## config.mk

```make
export PLATFORM = sky130hd
export DESIGN_NAME = flash_host_ctrl
export DESIGN_NICKNAME = d
export VERILOG_FILES = /design/src/verilog/flash_ctrl_pkg.sv /design/src/verilog/flash_seq_rom.sv /design/src/verilog/flash_bus_cycle.sv /design/src/verilog/flash_host_ctrl.sv
export SDC_FILE = /design/constraint.sdc
export NUM_CORES = 1
export LEC_CHECK = 0
export ABC_AREA = 1
export ABC_CLOCK_PERIOD_IN_PS = 4700
export BUFFER_PORTS_ARGS = -buffer_cell sky130_fd_sc_hd__buf_4
export CAP_MARGIN = 20
export CORE_MARGIN = 2
export CORE_UTILIZATION = 25
export CTS_CLUSTER_SIZE = 10
export DETAILED_ROUTE_END_ITERATION = 8
export GPL_ROUTABILITY_DRIVEN = 0
export GPL_TIMING_DRIVEN = 1
export PLACE_DENSITY = 0.37
export SYNTH_ARGS = -nofsm -noshare
export SYNTH_HDL_FRONTEND = slang
export SYNTH_SLANG_ARGS = --single-unit
```

## constraint.sdc

```tcl
create_clock -name clk_i -period 4.7 [get_ports clk_i]
set_input_delay 0 -clock clk_i [delete_from_list [all_inputs] [get_ports clk_i]]
set_output_delay 0 -clock clk_i [all_outputs]
set_load 0.01 [all_outputs]
```

## src/verilog/flash_ctrl_pkg.sv

```systemverilog
// constants, types and helpers shared by the flash host controller
package flash_ctrl_pkg;

	// ==========
	// widths
	localparam int ADDR_W = 22;
	localparam int DATA_W = 8;
	localparam int BUF_DEPTH = 16;
	localparam int SECTOR_LSB = 16;
	localparam int SECTOR_W = 6;
	localparam int PAGE_W = 5;

	// ==========
	// software register indices (word address)
	localparam logic [2:0] REG_CTRL = 3'h0;
	localparam logic [2:0] REG_ADDR = 3'h1;
	localparam logic [2:0] REG_WDATA = 3'h2;
	localparam logic [2:0] REG_COUNT = 3'h3;
	localparam logic [2:0] REG_STATUS = 3'h4;
	localparam logic [2:0] REG_RDATA = 3'h5;
	localparam logic [2:0] REG_BUFDATA = 3'h6;

	// status bit positions
	localparam int ST_BUSY = 0;
	localparam int ST_DONE = 1;
	localparam int ST_FAIL = 2;
	localparam int ST_REFUSED = 3;
	localparam int ST_BYPASS = 4;
	localparam int ST_ERASING = 5;
	localparam int ST_SUSPENDED = 6;
	localparam int ST_READY = 7;

	// poll data bit positions
	localparam int POLL_BIT = 7;
	localparam int TOGGLE_FLAG_ONE = 6;
	localparam int TIMEOUT_FLAG = 5;

	// ==========
	// flash bus codes, byte mode
	localparam logic [ADDR_W-1:0] UNLOCK1_ADDR = 22'h000aaa;
	localparam logic [ADDR_W-1:0] UNLOCK2_ADDR = 22'h000555;
	localparam logic [ADDR_W-1:0] ANY_ADDR = 22'h000000;
	localparam logic [ADDR_W-1:0] QUERY_ADDR = 22'h0000aa;
	localparam logic [ADDR_W-1:0] ID_OFS1 = 22'h000002;
	localparam logic [ADDR_W-1:0] ID_OFS2 = 22'h00001c;
	localparam logic [ADDR_W-1:0] ID_OFS3 = 22'h00001e;
	localparam logic [7:0] UNLOCK1_DATA = 8'haa;
	localparam logic [7:0] UNLOCK2_DATA = 8'h55;
	localparam logic [7:0] CMD_AUTOSELECT = 8'h90;
	localparam logic [7:0] CMD_SECURE_ENTER = 8'h88;
	localparam logic [7:0] CMD_ZERO = 8'h00;
	localparam logic [7:0] CMD_PROGRAM = 8'ha0;
	localparam logic [7:0] CMD_BUF_LOAD = 8'h25;
	localparam logic [7:0] CMD_BUF_CONFIRM = 8'h29;
	localparam logic [7:0] CMD_RESET = 8'hf0;
	localparam logic [7:0] CMD_BYPASS = 8'h20;
	localparam logic [7:0] CMD_ERASE_SETUP = 8'h80;
	localparam logic [7:0] CMD_CHIP_ERASE = 8'h10;
	localparam logic [7:0] CMD_SECTOR_ERASE = 8'h30;
	localparam logic [7:0] CMD_SUSPEND = 8'hb0;
	localparam logic [7:0] CMD_RESUME = 8'h30;
	localparam logic [7:0] CMD_QUERY = 8'h98;

	// ==========
	// bus cycle timing
	localparam int CLK_PERIOD_NS = 25;
	localparam int T_SETUP_NS = 25;
	localparam int T_WE_LOW_NS = 35;
	localparam int T_HOLD_NS = 25;
	localparam int T_ACCESS_NS = 100;
	localparam logic [3:0] SETUP_CYC = 4'((T_SETUP_NS + CLK_PERIOD_NS - 1) / CLK_PERIOD_NS);
	localparam logic [3:0] WE_LOW_CYC = 4'((T_WE_LOW_NS + CLK_PERIOD_NS - 1) / CLK_PERIOD_NS);
	localparam logic [3:0] HOLD_CYC = 4'((T_HOLD_NS + CLK_PERIOD_NS - 1) / CLK_PERIOD_NS);
	localparam logic [3:0] ACCESS_CYC = 4'((T_ACCESS_NS + CLK_PERIOD_NS - 1) / CLK_PERIOD_NS);

	// ==========
	// operations that software may order
	typedef enum logic [4:0] {
		OP_READ = 5'h00, OP_RESET = 5'h01, OP_AUTOSEL = 5'h02, OP_DEVICE_ID = 5'h03,
		OP_SEC_ENTER = 5'h04, OP_SEC_EXIT = 5'h05, OP_PROGRAM = 5'h06, OP_BUF_PROGRAM = 5'h07,
		OP_ABORT_RESET = 5'h08, OP_BYPASS_ENTER = 5'h09, OP_BYPASS_PROGRAM = 5'h0a,
		OP_BYPASS_RESET = 5'h0b, OP_CHIP_ERASE = 5'h0c, OP_SECTOR_ERASE = 5'h0d,
		OP_SUSPEND = 5'h0e, OP_RESUME = 5'h0f, OP_QUERY = 5'h10, OP_WAIT_READY = 5'h11
	} op_type;

	typedef enum logic [1:0] {STEP_WRITE = 2'h0, STEP_READ = 2'h1, STEP_END = 2'h2} step_type;

	// base address of the sector holding a byte address
	function automatic logic [ADDR_W-1:0] sector_base(input logic [ADDR_W-1:0] a);
		sector_base = {a[SECTOR_LSB+SECTOR_W-1:SECTOR_LSB], 16'h0000};
	endfunction

endpackage

```

## src/verilog/flash_seq_rom.sv

```systemverilog
// step table: bus cycle of each step of each flash command sequence
`timescale 1ns/1ps
`default_nettype none
module flash_seq_rom import flash_ctrl_pkg::*; (
	input wire op_type op_i,
	input wire logic [4:0] step_i,
	input wire logic [ADDR_W-1:0] addr_i,
	input wire logic [7:0] wdata_i,
	input wire logic [3:0] count_i,
	input wire logic [7:0] slot_data_i,
	output step_type kind_o,
	output logic [ADDR_W-1:0] addr_o,
	output logic [7:0] data_o
);
	logic [ADDR_W-1:0] sa;
	logic [4:0] slot_ofs;
	logic [4:0] last_slot;
	logic needs_unlock;

	// sector address and slot address inside the write-buffer page
	assign sa = sector_base(addr_i);
	assign slot_ofs = addr_i[PAGE_W-1:0] + {1'b0, step_i[3:0] - 4'h4};
	assign last_slot = 5'd4 + {1'b0, count_i};
	assign needs_unlock = op_i inside {OP_AUTOSEL, OP_DEVICE_ID, OP_SEC_ENTER, OP_SEC_EXIT, OP_PROGRAM,
		OP_BUF_PROGRAM, OP_ABORT_RESET, OP_BYPASS_ENTER, OP_CHIP_ERASE, OP_SECTOR_ERASE}; // unlock-led orders

	// unlock cycles drive zeros above the low command bits
	always_comb begin
		kind_o = STEP_END;
		addr_o = ANY_ADDR;
		data_o = CMD_ZERO;
		if (step_i == 5'd0 && needs_unlock) begin
			kind_o = STEP_WRITE;
			addr_o = UNLOCK1_ADDR;
			data_o = UNLOCK1_DATA;
		end else if (step_i == 5'd1 && needs_unlock) begin
			kind_o = STEP_WRITE;
			addr_o = UNLOCK2_ADDR;
			data_o = UNLOCK2_DATA;
		end else begin
			unique case (op_i)
				OP_READ: if (step_i == 5'd0) begin
					kind_o = STEP_READ;
					addr_o = addr_i;
				end
				OP_RESET, OP_SUSPEND, OP_RESUME, OP_QUERY: if (step_i == 5'd0) begin
					kind_o = STEP_WRITE;
					addr_o = (op_i == OP_QUERY) ? QUERY_ADDR : ANY_ADDR;
					data_o = (op_i == OP_RESET) ? CMD_RESET : (op_i == OP_SUSPEND) ? CMD_SUSPEND :
						(op_i == OP_RESUME) ? CMD_RESUME : CMD_QUERY;
				end
				OP_AUTOSEL, OP_DEVICE_ID, OP_SEC_EXIT: begin
					kind_o = STEP_WRITE;
					addr_o = UNLOCK1_ADDR;
					data_o = CMD_AUTOSELECT;
					if (step_i == 5'd3 && op_i == OP_SEC_EXIT) begin
						addr_o = ANY_ADDR;
						data_o = CMD_ZERO;
					end else if (step_i == 5'd3) begin
						kind_o = STEP_READ;
						addr_o = (op_i == OP_DEVICE_ID) ? ID_OFS1 : addr_i;
					end else if (op_i == OP_DEVICE_ID && step_i == 5'd4) begin
						kind_o = STEP_READ;
						addr_o = ID_OFS2;
					end else if (op_i == OP_DEVICE_ID && step_i == 5'd5) begin
						kind_o = STEP_READ;
						addr_o = ID_OFS3;
					end else if (step_i == ((op_i == OP_DEVICE_ID) ? 5'd6 : 5'd4) && op_i != OP_SEC_EXIT) begin
						addr_o = ANY_ADDR; // leave identification mode
						data_o = CMD_RESET;
					end else if (step_i != 5'd2) begin
						kind_o = STEP_END;
					end
				end
				OP_SEC_ENTER, OP_ABORT_RESET, OP_BYPASS_ENTER: if (step_i == 5'd2) begin
					kind_o = STEP_WRITE;
					addr_o = UNLOCK1_ADDR;
					data_o = (op_i == OP_SEC_ENTER) ? CMD_SECURE_ENTER :
						(op_i == OP_ABORT_RESET) ? CMD_RESET : CMD_BYPASS;
				end
				OP_PROGRAM: if (step_i == 5'd2) begin
					kind_o = STEP_WRITE;
					addr_o = UNLOCK1_ADDR;
					data_o = CMD_PROGRAM;
				end else if (step_i == 5'd3) begin
					kind_o = STEP_WRITE;
					addr_o = addr_i;
					data_o = wdata_i;
				end
				OP_BUF_PROGRAM: begin
					kind_o = STEP_WRITE;
					addr_o = sa;
					if (step_i == 5'd2) begin
						data_o = CMD_BUF_LOAD;
					end else if (step_i == 5'd3) begin
						data_o = {4'h0, count_i}; // locations minus one
					end else if (step_i <= last_slot) begin
						addr_o = {addr_i[ADDR_W-1:PAGE_W], slot_ofs}; // stays in the page
						data_o = slot_data_i;
					end else if (step_i == last_slot + 5'd1) begin
						data_o = CMD_BUF_CONFIRM;
					end else begin
						kind_o = STEP_END;
					end
				end
				OP_BYPASS_PROGRAM, OP_BYPASS_RESET: if (step_i <= 5'd1) begin
					kind_o = STEP_WRITE;
					addr_o = (op_i == OP_BYPASS_PROGRAM && step_i == 5'd1) ? addr_i : ANY_ADDR;
					data_o = (op_i == OP_BYPASS_PROGRAM) ? ((step_i == 5'd0) ? CMD_PROGRAM : wdata_i) :
						((step_i == 5'd0) ? CMD_AUTOSELECT : CMD_ZERO);
				end
				OP_CHIP_ERASE, OP_SECTOR_ERASE: if (step_i <= 5'd5) begin
					kind_o = STEP_WRITE;
					addr_o = UNLOCK1_ADDR;
					data_o = CMD_ERASE_SETUP;
					if (step_i == 5'd3) begin
						data_o = UNLOCK1_DATA;
					end else if (step_i == 5'd4) begin
						addr_o = UNLOCK2_ADDR;
						data_o = UNLOCK2_DATA;
					end else if (step_i == 5'd5) begin
						addr_o = (op_i == OP_SECTOR_ERASE) ? sa : UNLOCK1_ADDR;
						data_o = (op_i == OP_SECTOR_ERASE) ? CMD_SECTOR_ERASE : CMD_CHIP_ERASE;
					end
				end
				default: kind_o = STEP_END;
			endcase
		end
	end
endmodule
`default_nettype wire

```

## src/verilog/flash_bus_cycle.sv

```systemverilog
// one asynchronous flash bus cycle, write or read, on the pins
`timescale 1ns/1ps
`default_nettype none
module flash_bus_cycle import flash_ctrl_pkg::*; (
	input wire logic clk_i,
	input wire logic srst_i,
	input wire logic start_i,
	input wire logic is_read_i,
	input wire logic [ADDR_W-1:0] addr_i,
	input wire logic [7:0] data_i,
	input wire logic [7:0] dq_i,
	output logic ce_n_o,
	output logic we_n_o,
	output logic oe_n_o,
	output logic [ADDR_W-1:0] addr_o,
	output logic [7:0] dq_o,
	output logic dq_oe_o,
	output logic [7:0] rdata_o,
	output logic done_o
);
	typedef enum logic [1:0] {CYC_IDLE = 2'b00, CYC_SETUP = 2'b01, CYC_STROBE = 2'b11, CYC_HOLD = 2'b10} cyc_type;
	typedef struct packed {
		cyc_type st;
		logic [3:0] cnt;
		logic rd;
		logic ce_n, we_n, oe_n;
		logic [ADDR_W-1:0] addr;
		logic [7:0] dq;
		logic dq_oe;
		logic [7:0] rdata;
		logic done;
	} cyc_state_type;
	cyc_state_type q, d;

	// ce falls first, strobe later, strobe rises before ce
	always_comb begin
		d = q;
		d.done = 1'b0;
		unique case (q.st)
			CYC_IDLE: if (start_i) begin
				d.st = CYC_SETUP;
				d.cnt = SETUP_CYC;
				d.rd = is_read_i;
				d.ce_n = 1'b0;
				d.addr = addr_i;
				d.dq = data_i;
				d.dq_oe = !is_read_i;
			end
			CYC_SETUP: if (q.cnt == 4'h1) begin
				d.st = CYC_STROBE;
				d.cnt = q.rd ? ACCESS_CYC : WE_LOW_CYC;
				d.we_n = q.rd; // address taken at this later falling edge
				d.oe_n = !q.rd;
			end else begin
				d.cnt = q.cnt - 4'h1;
			end
			CYC_STROBE: if (q.cnt == 4'h1) begin
				d.st = CYC_HOLD;
				d.cnt = HOLD_CYC;
				d.we_n = 1'b1; // data taken as write strobe rises ahead of ce
				d.oe_n = 1'b1;
				if (q.rd) begin
					d.rdata = dq_i;
				end
			end else begin
				d.cnt = q.cnt - 4'h1;
			end
			CYC_HOLD: if (q.cnt == 4'h1) begin
				d.st = CYC_IDLE;
				d.ce_n = 1'b1;
				d.dq_oe = 1'b0;
				d.done = 1'b1;
			end else begin
				d.cnt = q.cnt - 4'h1;
			end
		endcase
	end

	// state register
	always_ff @(posedge clk_i) begin
		if (srst_i) begin
			q <= '{st: CYC_IDLE, cnt: 4'h0, rd: 1'b0, ce_n: 1'b1, we_n: 1'b1, oe_n: 1'b1,
				addr: 22'h000000, dq: 8'h00, dq_oe: 1'b0, rdata: 8'h00, done: 1'b0};
		end else begin
			q <= d;
		end
	end

	assign ce_n_o = q.ce_n;
	assign we_n_o = q.we_n;
	assign oe_n_o = q.oe_n;
	assign addr_o = q.addr;
	assign dq_o = q.dq;
	assign dq_oe_o = q.dq_oe;
	assign rdata_o = q.rdata;
	assign done_o = q.done;
endmodule
`default_nettype wire

```

## src/verilog/flash_host_ctrl.sv

```systemverilog
// host controller for a parallel flash in byte mode, ordered over Avalon-MM
// Operation
// address is latched on the later falling edge of write strobe or chip select
// data is latched on the earlier rising edge of write strobe or chip select
// sector is chosen by address bits A20 to A15, one sector each
// every buffer location lies in the write-buffer page of the first address
// buffer count written is number of locations minus one
// unlock writes AA to AAA then 55 to 555; upper bits ignored
// address bits A20 to A11 are don't care in command cycles
// plain reads in read mode need no unlock or command cycles
// F0 to any address leaves identification mode or clears timeout failure
// after three writes ending 90 the fourth cycle is a read
// maker code at X00, device identifier read at X02, X1C, X1E
// secure-region protect status reads 98h, 18h, 88h or 08h
// group protect verify at sector offset X04 reads 00h or 01h
// buffered program: unlock, 25, count, pairs, 29 confirm, at most 21 cycles
// aborted buffer program is cleared by unlock, unlock, F0
// bypass program only after bypass entry ending in data 20
// bypass mode left only by 90 then 00 to any address
// erase is six cycles ending 10 to AAA or 30 to a sector
// suspend B0 only during sector erase; then reads, programs, identification allowed
// resume 30 acts only in erase-suspend mode
// query 98 to AA only when reading array or in identification mode
// progress shown on status data bits and a ready/busy pin
// during program, poll bit reads inverted, true once complete
// toggle flag one flips each read while busy, stops at the end
// a mismatched write cycle abandons a partial command sequence
`timescale 1ns/1ps
`default_nettype none
module flash_host_ctrl import flash_ctrl_pkg::*; #(
	parameter int POLL_LIMIT = 1000000
) (
	input wire logic clk_i,
	input wire logic srst_i,
	input wire logic [2:0] avs_address_i,
	input wire logic avs_read_i,
	input wire logic avs_write_i,
	input wire logic [31:0] avs_writedata_i,
	output logic [31:0] avs_readdata_o,
	output logic avs_waitrequest_o,
	output logic flash_ce_n_o,
	output logic flash_we_n_o,
	output logic flash_oe_n_o,
	output logic [ADDR_W-1:0] flash_addr_o,
	output logic [7:0] flash_dq_o,
	output logic flash_dq_oe_o,
	input wire logic [7:0] flash_dq_i,
	input wire logic ready_busy_pin_i
);
	// ==========
	// state
	typedef enum logic [2:0] {M_IDLE = 3'b000, M_FETCH = 3'b001, M_WAIT = 3'b011,
		M_POLL = 3'b010, M_PWAIT = 3'b110} mstate_type;
	typedef struct packed {
		mstate_type st;
		logic waitreq;
		logic [31:0] rbus;
		op_type op;
		logic [4:0] step;
		logic [ADDR_W-1:0] addr;
		logic [7:0] wdata;
		logic [3:0] count;
		logic [BUF_DEPTH-1:0][7:0] slot;
		logic [3:0] load_idx;
		logic [23:0] rd;
		logic busy, done, fail, refused;
		logic bypass, erasing, sector_erase, suspended;
		logic start;
		logic [7:0] prev;
		logic have_prev, dq5_seen;
		logic [23:0] poll_cnt;
	} host_state_type;
	host_state_type q, d;

	step_type kind;
	logic [ADDR_W-1:0] step_addr;
	logic [7:0] step_data;
	logic [7:0] eng_rdata;
	logic eng_done;
	logic [3:0] slot_idx;

	// true when an order may not be sent in the present mode
	function automatic logic op_refused(input op_type op, input logic byp, input logic ers,
			input logic sect, input logic susp);
		logic r;
		r = 1'b0;
		if (byp) begin
			r = !(op inside {OP_READ, OP_BYPASS_PROGRAM, OP_BYPASS_RESET});
		end else if (op inside {OP_BYPASS_PROGRAM, OP_BYPASS_RESET}) begin
			r = 1'b1;
		end else if (op == OP_SUSPEND) begin
			r = !(ers && sect);
		end else if (op == OP_RESUME) begin
			r = !susp;
		end else if (ers) begin
			r = !(op inside {OP_READ, OP_WAIT_READY});
		end else if (susp) begin
			r = !(op inside {OP_READ, OP_RESET, OP_PROGRAM, OP_AUTOSEL, OP_DEVICE_ID});
		end
		r = r || (op > OP_WAIT_READY); // codes past the last order
		op_refused = r;
	endfunction

	// operations that wait for the embedded algorithm to end
	function automatic logic op_polls(input op_type op);
		op_polls = op inside {OP_PROGRAM, OP_BUF_PROGRAM, OP_BYPASS_PROGRAM, OP_WAIT_READY};
	endfunction

	// ==========
	// step table and pin engine
	assign slot_idx = q.step[3:0] - 4'h4;

	flash_seq_rom u_rom (
		.op_i(q.op),
		.step_i(q.step),
		.addr_i(q.addr),
		.wdata_i(q.wdata),
		.count_i(q.count),
		.slot_data_i(q.slot[slot_idx]),
		.kind_o(kind),
		.addr_o(step_addr),
		.data_o(step_data)
	);

	flash_bus_cycle u_cyc (
		.clk_i(clk_i),
		.srst_i(srst_i),
		.start_i(q.start),
		.is_read_i((q.st == M_PWAIT) || (kind == STEP_READ)),
		.addr_i((q.st == M_PWAIT) ? q.addr : step_addr),
		.data_i(step_data),
		.dq_i(flash_dq_i),
		.ce_n_o(flash_ce_n_o),
		.we_n_o(flash_we_n_o),
		.oe_n_o(flash_oe_n_o),
		.addr_o(flash_addr_o),
		.dq_o(flash_dq_o),
		.dq_oe_o(flash_dq_oe_o),
		.rdata_o(eng_rdata),
		.done_o(eng_done)
	);

	// ==========
	// next state: register slave, then sequencer
	always_comb begin
		d = q;
		d.start = 1'b0;
		d.waitreq = 1'b1;

		// one wait cycle, then answer; writes act at the answering edge
		if ((avs_read_i || avs_write_i) && q.waitreq) begin
			d.waitreq = 1'b0;
			unique case (avs_address_i)
				REG_CTRL: d.rbus = {27'h0, q.op};
				REG_ADDR: d.rbus = {10'h0, q.addr};
				REG_WDATA: d.rbus = {24'h0, q.wdata};
				REG_COUNT: d.rbus = {24'h0, q.load_idx, q.count};
				REG_STATUS: d.rbus = {24'h0, ready_busy_pin_i, q.suspended, q.erasing, q.bypass,
					q.refused, q.fail, q.done, q.busy};
				REG_RDATA: d.rbus = {8'h0, q.rd};
				default: d.rbus = 32'h0;
			endcase
		end
		if (avs_write_i && !q.waitreq) begin
			unique case (avs_address_i)
				REG_CTRL: if (q.busy || op_refused(op_type'(avs_writedata_i[4:0]), q.bypass, q.erasing,
						q.sector_erase, q.suspended)) begin
					d.refused = 1'b1;
				end else begin
					d.op = op_type'(avs_writedata_i[4:0]);
					d.busy = 1'b1;
					d.step = 5'd0;
					d.st = M_FETCH;
					d.have_prev = 1'b0;
					d.dq5_seen = 1'b0;
					d.poll_cnt = 24'h0;
				end
				REG_ADDR: d.addr = avs_writedata_i[ADDR_W-1:0];
				REG_WDATA: d.wdata = avs_writedata_i[7:0];
				REG_COUNT: begin
					d.count = avs_writedata_i[3:0];
					d.load_idx = 4'h0;
				end
				REG_STATUS: begin
					d.done = q.done && !avs_writedata_i[ST_DONE];
					d.fail = q.fail && !avs_writedata_i[ST_FAIL];
					d.refused = q.refused && !avs_writedata_i[ST_REFUSED];
				end
				REG_BUFDATA: if (!q.busy) begin
					d.slot[q.load_idx] = avs_writedata_i[7:0];
					d.load_idx = q.load_idx + 4'h1;
				end
				default: d.rbus = q.rbus;
			endcase
		end

		// sequencer; its flag sets come after the clears above
		unique case (q.st)
			M_IDLE: d.busy = d.busy && (d.st != M_IDLE); // keep an order taken this cycle
			M_FETCH: if (kind == STEP_END) begin
				if (op_polls(q.op) && !q.fail) begin
					d.st = M_POLL;
				end else begin
					d.st = M_IDLE;
					d.busy = 1'b0;
					d.done = 1'b1;
					unique case (q.op)
						OP_BYPASS_ENTER: d.bypass = 1'b1;
						OP_BYPASS_RESET: d.bypass = 1'b0;
						OP_CHIP_ERASE, OP_SECTOR_ERASE: begin
							d.erasing = 1'b1;
							d.sector_erase = (q.op == OP_SECTOR_ERASE);
						end
						OP_SUSPEND: begin
							d.erasing = 1'b0;
							d.suspended = 1'b1;
						end
						OP_RESUME: begin
							d.erasing = 1'b1;
							d.suspended = 1'b0;
						end
						OP_BUF_PROGRAM: d.load_idx = 4'h0;
						default: d.done = 1'b1;
					endcase
				end
			end else begin
				d.start = 1'b1;
				d.st = M_WAIT;
			end
			M_WAIT: if (eng_done) begin
				if (kind == STEP_READ) begin
					d.rd = {q.rd[15:0], eng_rdata};
				end
				d.step = q.step + 5'd1;
				d.st = M_FETCH;
			end
			M_POLL: begin
				d.start = 1'b1;
				d.st = M_PWAIT;
			end
			M_PWAIT: if (eng_done) begin
				d.rd = {16'h0, eng_rdata};
				d.prev = eng_rdata;
				d.st = M_POLL;
				if (!q.have_prev) begin
					d.have_prev = 1'b1;
				end else if (q.prev[TOGGLE_FLAG_ONE] == eng_rdata[TOGGLE_FLAG_ONE] && ready_busy_pin_i) begin
					d.st = M_IDLE; // toggling stopped
					d.busy = 1'b0;
					d.done = 1'b1;
					if (q.op == OP_WAIT_READY) begin
						d.erasing = 1'b0;
					end
					if (q.op != OP_WAIT_READY && eng_rdata[POLL_BIT] !=
							((q.op == OP_BUF_PROGRAM) ? q.slot[0][POLL_BIT] : q.wdata[POLL_BIT])) begin
						d.fail = 1'b1; // true value expected on completion
					end
					if (q.op == OP_BUF_PROGRAM) begin
						d.load_idx = 4'h0;
					end
				end else if (q.dq5_seen || q.poll_cnt == 24'(POLL_LIMIT)) begin
					d.fail = 1'b1; // still toggling after timeout: send F0
					d.erasing = 1'b0;
					d.op = OP_RESET;
					d.step = 5'd0;
					d.st = M_FETCH;
				end else begin
					d.dq5_seen = eng_rdata[TIMEOUT_FLAG]; // recheck once after the timeout flag
					d.poll_cnt = q.poll_cnt + 24'h1;
				end
			end
			default: d.st = M_IDLE;
		endcase
	end

	// ==========
	// state register
	always_ff @(posedge clk_i) begin
		if (srst_i) begin
			q <= '0;
			q.waitreq <= 1'b1;
			q.st <= M_IDLE;
			q.op <= OP_READ;
		end else begin
			q <= d;
		end
	end

	assign avs_readdata_o = q.rbus;
	assign avs_waitrequest_o = q.waitreq;
endmodule
`default_nettype wire

```

==> results of run 1 <==
cells by family (layout without fill, tap and decap cells):
| kind of cell | count (synthesis) | in the layout | share of synthesized area [%] |
|---|---|---|---|
| and+or+nand+nor | 803 | 803 | 21.7 |
| AOI/OAI and AO/OA | 746 | 746 | 24.7 |
| xor gates and xnor gates | 21 | 21 | 1.13 |
| other | 1 | 9 | 0.0231 |
| adders and majority gates | 28 | 28 | 2.20 |
| buffers and inverters | 422 | 458 | 11.5 |
| DFF | 314 | 314 | 38.7 |
layout by cell type (no fill, tap or decap), drive strengths merged, types with 3 or more instances in the layout:
cell,n
a211oi,19
o221ai,4
xor2,16
nand2,402
nor3,33
conb,8
inv,230
o211ai,11
a31oi,13
o31ai,12
dfxtp,314
nor4,3
nand3,137
nor2,186
clkinv,12
o21ai,301
a21oi,346
dlygate4sd3,40
a22o,14
o21a,3
o22ai,7
buf,119
nand4,36
o2bb2ai,3
xnor2,5
nand3b,4
clkbuf,56
ha,27
layer usage:
| metal | share of wire [%] | track usage, % |
|---|---|---|
| met2 | 44 | 27.9 |
| met5 | 0 | 0 |
| met1 | 48 | 23.8 |
| met4 | 2.7 | 5.41 |
| met3 | 4.8 | 3.10 |
through the flow:
step | hold slack [ps] | cell area, um^2 | setup WS, ps
floorplan | 135 | 16300 | 2040
global placement | 238 | 17200 | 1370
detailed placement | 242 | 17200 | 1370
CTS | 32.3 | 18900 | 1370
global route | 110 | 18900 | 1100
finish | 66.3 | 18900 | 1350
power by group:
part,switching [mW],internal [mW]
sequential,0.0360,2.71
clock,1.22,1.71
combinational,0.348,0.170
final cells by class:
class / instances / area, um^2
diodes: 1 / 2.50
clock buffers: 56 / 1160
clock inverters: 9 / 55.1
fillers: 7112 / 45500
inverters: 234 / 881
multi-input cells: 1606 / 8110
flip-flops and latches: 314 / 6290
well taps: 855 / 1070
repair buffers: 159 / 1310
worst max-delay path, delay by kind of cell, from the launching register on:
| kind | cells | cell delay, ps |
|---|---|---|
| simple gates | 3 | 1090 |
| compound gates | 3 | 840 |
| buf+inv | 2 | 700 |
| flops | 1 | 370 |
| fa+ha+maj | 1 | 190 |
worst max-delay path by stage:
stage,startpoint,endpoint,cells past startpoint
6_report,q[236],u_cyc.dq_o[4],9
5_1_grt,q[236],u_cyc.addr_o[21],13
4_1_cts,q[236],u_cyc.addr_o[21],13
3_5_place_dp,q[236],u_cyc.addr_o[21],13
3_3_place_gp,q[234],u_cyc.addr_o[21],15
2_1_floorplan,q[235],u_cyc.addr_o[4],13
synth_stat cells (3+ instances only):
cell	n	area share (%)
xnor2_1	5	0.27
ha_1	27	2.1
nor2_4	3	0.21
nand2_2	5	0.19
o2bb2ai_1	3	0.16
nor3_1	28	0.86
buf_1	9	0.21
nand3_1	134	4.1
nand2_1	393	9.1
buf_4	62	2.9
o21a_1	3	0.14
a31oi_1	13	0.50
nor2_1	168	3.9
inv_1	209	4.8
o211ai_1	11	0.51
nor3_2	4	0.25
a21oi_2	3	0.16
inv_2	19	0.44
a22o_1	14	0.76
nand4_1	36	1.4
clkinv_1	6	0.14
o31ai_1	12	0.55
a21oi_1	343	11
o221ai_1	4	0.22
clkbuf_1	92	2.1
dfxtp_1	314	39
o21ai_1	5	0.15
a211oi_1	19	0.88
o22ai_1	7	0.27
buf_2	21	0.65
xor2_1	16	0.86
nand3b_1	4	0.18
nand2_4	3	0.21
nor2_2	15	0.58
buf_6	4	0.28
o21ai_0	294	9.1
nor4_1	3	0.12
==> results by group, run 1 <==
Clocking
  • Resized cells post-CTS: 0
  • Clock buffer depth: 3
  • Postcts setup bufs: 0
  • H-tree depth: 2
  • Worst-path clk slew: 60 ps
  • Sink Count: 314
  • Root Driver: clkbuf_16
  • TritonCTS clock tree: built
  • TritonCTS Buffers: 41
  • Worst-skew pair later-pin latency: 560 ps
  • CTS Hold Bufs: 40

Run
  • MaxCap Viol Count: 0

Timing
  • Min cycle time layout: 3350 ps
  • Hold Vio Cnt, Final: 0
  • Period utilization: 71.2%
  • TNS Setup: 0 ps
  • Max Fclk: 299 MHz
  • Slew headroom: 28.6%
  • Worst-margin pin slew: 1070 ps
  • RSZ-0062 raised after global routing: false
  • Clock Skew: 22.6 ps
  • Setup violators final: 0
  • Slew Limit Fails: 0

Floorplan
  • Initial Util: 25.2%
  • Top Ports: 115
  • Die Span Y: 259 um
  • Die W: 259 um
  • CORE AREA: 64300 um^2
  • Area of the die: 67000 um^2
  • Row cnt: 93

Worst hold path
  • Hold Crit Depth: 6
  • HP Class: in -> reg
  • WHS Endpoint: q[39]
  • Min-delay src: avs_write_i

Route
  • DRT iter0 DRCs: 1059
  • Drt total wl: 59800 um
  • DRC: 0
  • First-pass DRT Iterations: 6
  • DR vias: 15446
  • Post-DR wirelength/cell: 18.5 um
  • Post-DRT Antenna Nets: 0
  • Vias per cell: 4.78

Worst setup path
  • Crit-path max FO: 18
  • Reg-to-reg setup timing slack: 1350 ps
  • Worst path cell trace: inv_1 > ha_1 > nand2_1 > nor2_2 > clkinv_1 > nand3_2 > a21oi_1 > o21ai_0 > a21oi_1
  • Worst R2R Path Depth: 9
  • Critical R2R Capture: u_cyc.dq_o[4]
  • CP required: 5100 ps
  • CP Capture Type: register
  • FF-to-FF Start: q[236]
  • Max incr delay on CP: 630 ps
  • Most used cell, CP: a21oi_1
  • Critical path launch point type: register
  • Crit Path Category: reg -> reg
  • CP arrival: 3750 ps
  • Slowest CP cell: nor2_2

Global routing
  • GRT overflow: 0
  • Vias in the first global route: 14816
  • GRT Util Overall: 17.5%
  • Largest net degree at the start of global routing: 181
  • Initial antenna violation count: 0
  • First-pass GRT wire length: 90900 um

Yosys
  • Mapped Area: 16200 um^2
  • Syn Inst Count: 2335
  • Avg Cell Area, Syn: 6.95 um^2
  • Ys Warns: 0
  • Share of async-settable or async-resettable flops after synthesis: 0%
  • Synth Register Bits: 314
  • Fraction of the yosys area taken by sequential cells: 38.7%
  • Post-synth EDFFs: 0
  • Cell variety after synth: 53
  • Primary FF master, synth: dfxtp_1

Final layout
  • Area growth from synthesis to layout: 16.3%
  • Post-route core utilization: 29.3%
  • Nets: 2432
  • Share of cells above drive strength 1: 10.1%
  • Fin cells: 3234

Pwr
  • P_leak: 7.36 nW
  • Total Power: 6.19 mW
  • Power density cells: 328 nW/um^2
  • Max IR drop VDD: 0.230 mV

Run status
  • Status: finished clean

Placement
  • Dpl cells: 3127
  • Post-DP HPWL: 40900 um
  • Buffers added on ports: 96
Note: power is estimated with default switching activity, not from simulation.
==> inputs of run 2 (changes only) <==
Settings changed: ABC_CLOCK_PERIOD_IN_PS 4700 to 3210.
Clock period 4.7 ns to 3.21 ns, I/O delays scaled along.
==> results by group, run 2 (synthesized netlist as in run 1, its figures left out) <==
Worst setup path
  • Worst path cell trace: inv_1 > ha_1 > ha_1 > nand2_1 > nor3_1 > nor2_1 > nor2_1 > nand3_1 > nand3_1 > nand2_1 > nand2_2 > nand3_1 > o21ai_1 > a21oi_1
  • Crit-path max FO: 7
  • CP arrival: 3330 ps
  • CP required: 3640 ps
  • Crit Path Category: reg -> reg
  • Max incr delay on CP: 410 ps
  • Most used cell, CP: nand3_1
  • Slowest CP cell: dfxtp_1
  • Critical path launch point type: register
  • CP Capture Type: register
  • Worst R2R Path Depth: 14

Timing
  • Slew Limit Fails: 0
  • Hold Vio Cnt, Final: 0
  • Slew headroom: 41.2%
  • TNS Setup: 0 ps
  • Worst-margin pin slew: 878 ps
  • Period utilization: 90.4%
  • RSZ-0062 raised after global routing: false
  • Max Fclk: 345 MHz
  • Setup violators final: 0
  • Clock Skew: 30.2 ps
  • Min cycle time layout: 2900 ps

Clocking
  • H-tree depth: 2
  • Worst-path clk slew: 70 ps
  • Root Driver: clkbuf_16
  • CTS Hold Bufs: 40
  • TritonCTS Buffers: 41
  • Clock buffer depth: 3
  • TritonCTS clock tree: built
  • Postcts setup bufs: 0
  • Worst-skew pair later-pin latency: 580 ps
  • Sink Count: 314
  • Resized cells post-CTS: 0

Final layout
  • FF/Latch Area: 6290 um^2
  • Nets: 2466
  • Area growth from synthesis to layout: 18.6%
  • Layout filler cell count: 7056
  • Most frequent cells in the layout: nand2_1, a21oi_1, dfxtp_1, o21ai_0, inv_1
  • Fin cells: 3272
  • Share of cells above drive strength 1: 11.4%
  • Area of the multi-input gates: 8110 um^2
  • Commonest non-fill, non-tap cell in the layout: nand2_1

Global routing
  • Largest net degree at the start of global routing: 83
  • GRT overflow: 0
  • GRT Util Overall: 18.0%
  • Vias in the first global route: 15026
  • First-pass GRT wire length: 93400 um
  • Initial antenna violation count: 0

Route
  • DRT iter0 DRCs: 1094
  • DRC: 0
  • First-pass DRT Iterations: 5
  • DR vias: 15731
  • Vias per cell: 4.81
  • Post-DR wirelength/cell: 18.7 um
  • Post-DRT Antenna Nets: 0
  • Drt total wl: 61100 um

Floorplan
  • CORE AREA: 64300 um^2
  • Row cnt: 93
  • Area of the die: 67000 um^2
  • Initial Util: 25.2%
  • Die W: 259 um
  • Die Span Y: 259 um
  • Top Ports: 115

Placement
  • Post-DP HPWL: 42700 um
  • Dpl cells: 3162
  • Buffers added on ports: 96

Pwr
  • Max IR drop VDD: 0.255 mV
  • Total Power: 9.36 mW
  • Power density cells: 486 nW/um^2
  • P_leak: 7.59 nW

Run
  • MaxCap Viol Count: 0

Run status
  • Status: finished clean

Worst hold path
  • HP Class: in -> reg
  • Hold Crit Depth: 6
[run 2: worst max-delay path, delay by kind of cell (launching register included)]
kind	cells	cell delay (ps)
compound gates	2	500
fa+ha+maj	2	650
buf+inv	1	160
flops	1	410
simple gates	9	1020
[run 2: cell type report]
cell class                 count  share of cell area (%)
antenna                        1                  0.0130
timing repair buffer         193                    8.24
multi-input combinational   1606                    42.1
inverter                     234                    4.58
clock buffer                  62                    6.37
tap                          855                    5.56
sequential                   314                    32.7
clock inverter                 7                   0.448
[run 2: power breakdown]
group	switching (mW)	leakage (nW)	internal, mW	total (mW)
clock	1.86	0.648	2.71	4.57
combinational	0.514	4.41	0.260	0.774
sequential	0.0535	2.53	3.97	4.02
total	2.43	7.59	6.94	9.36
[run 2: layer usage]
layer / GRT usage (%) / share of wire, % / vias to the layer above
li1: - / - / 7910
met1: 25.0 / 48 / 7388
met2: 28.9 / 45 / 360
met3: 2.41 / 4.4 / 73
met4: 5.30 / 2.5 / 0
met5: 0 / 0 / -
[run 2: worst paths after layout]
| check | start | to | slack, ps |
|---|---|---|---|
| min | avs_write_i | q[39] | 70 |
| max | q[201] | q[70] | 310 |
| max reg2reg | q[201] | q[70] | 310 |
| min reg2reg | register | register | 440 |
[run 2: per-stage QoR]
stage / utilization [%] / hold slack [ps] / area (um^2) / setup slack (ps)
3_5_place_dp: 27.2 / 240 / 17500 / 393
5_1_grt: 29.9 / 137 / 19200 / 89.7
6_report: 29.9 / 69.6 / 19200 / 308
3_3_place_gp: 27.2 / 238 / 17500 / 401
2_1_floorplan: - / 135 / 16300 / 553
4_1_cts: 29.9 / 29.3 / 19200 / 344
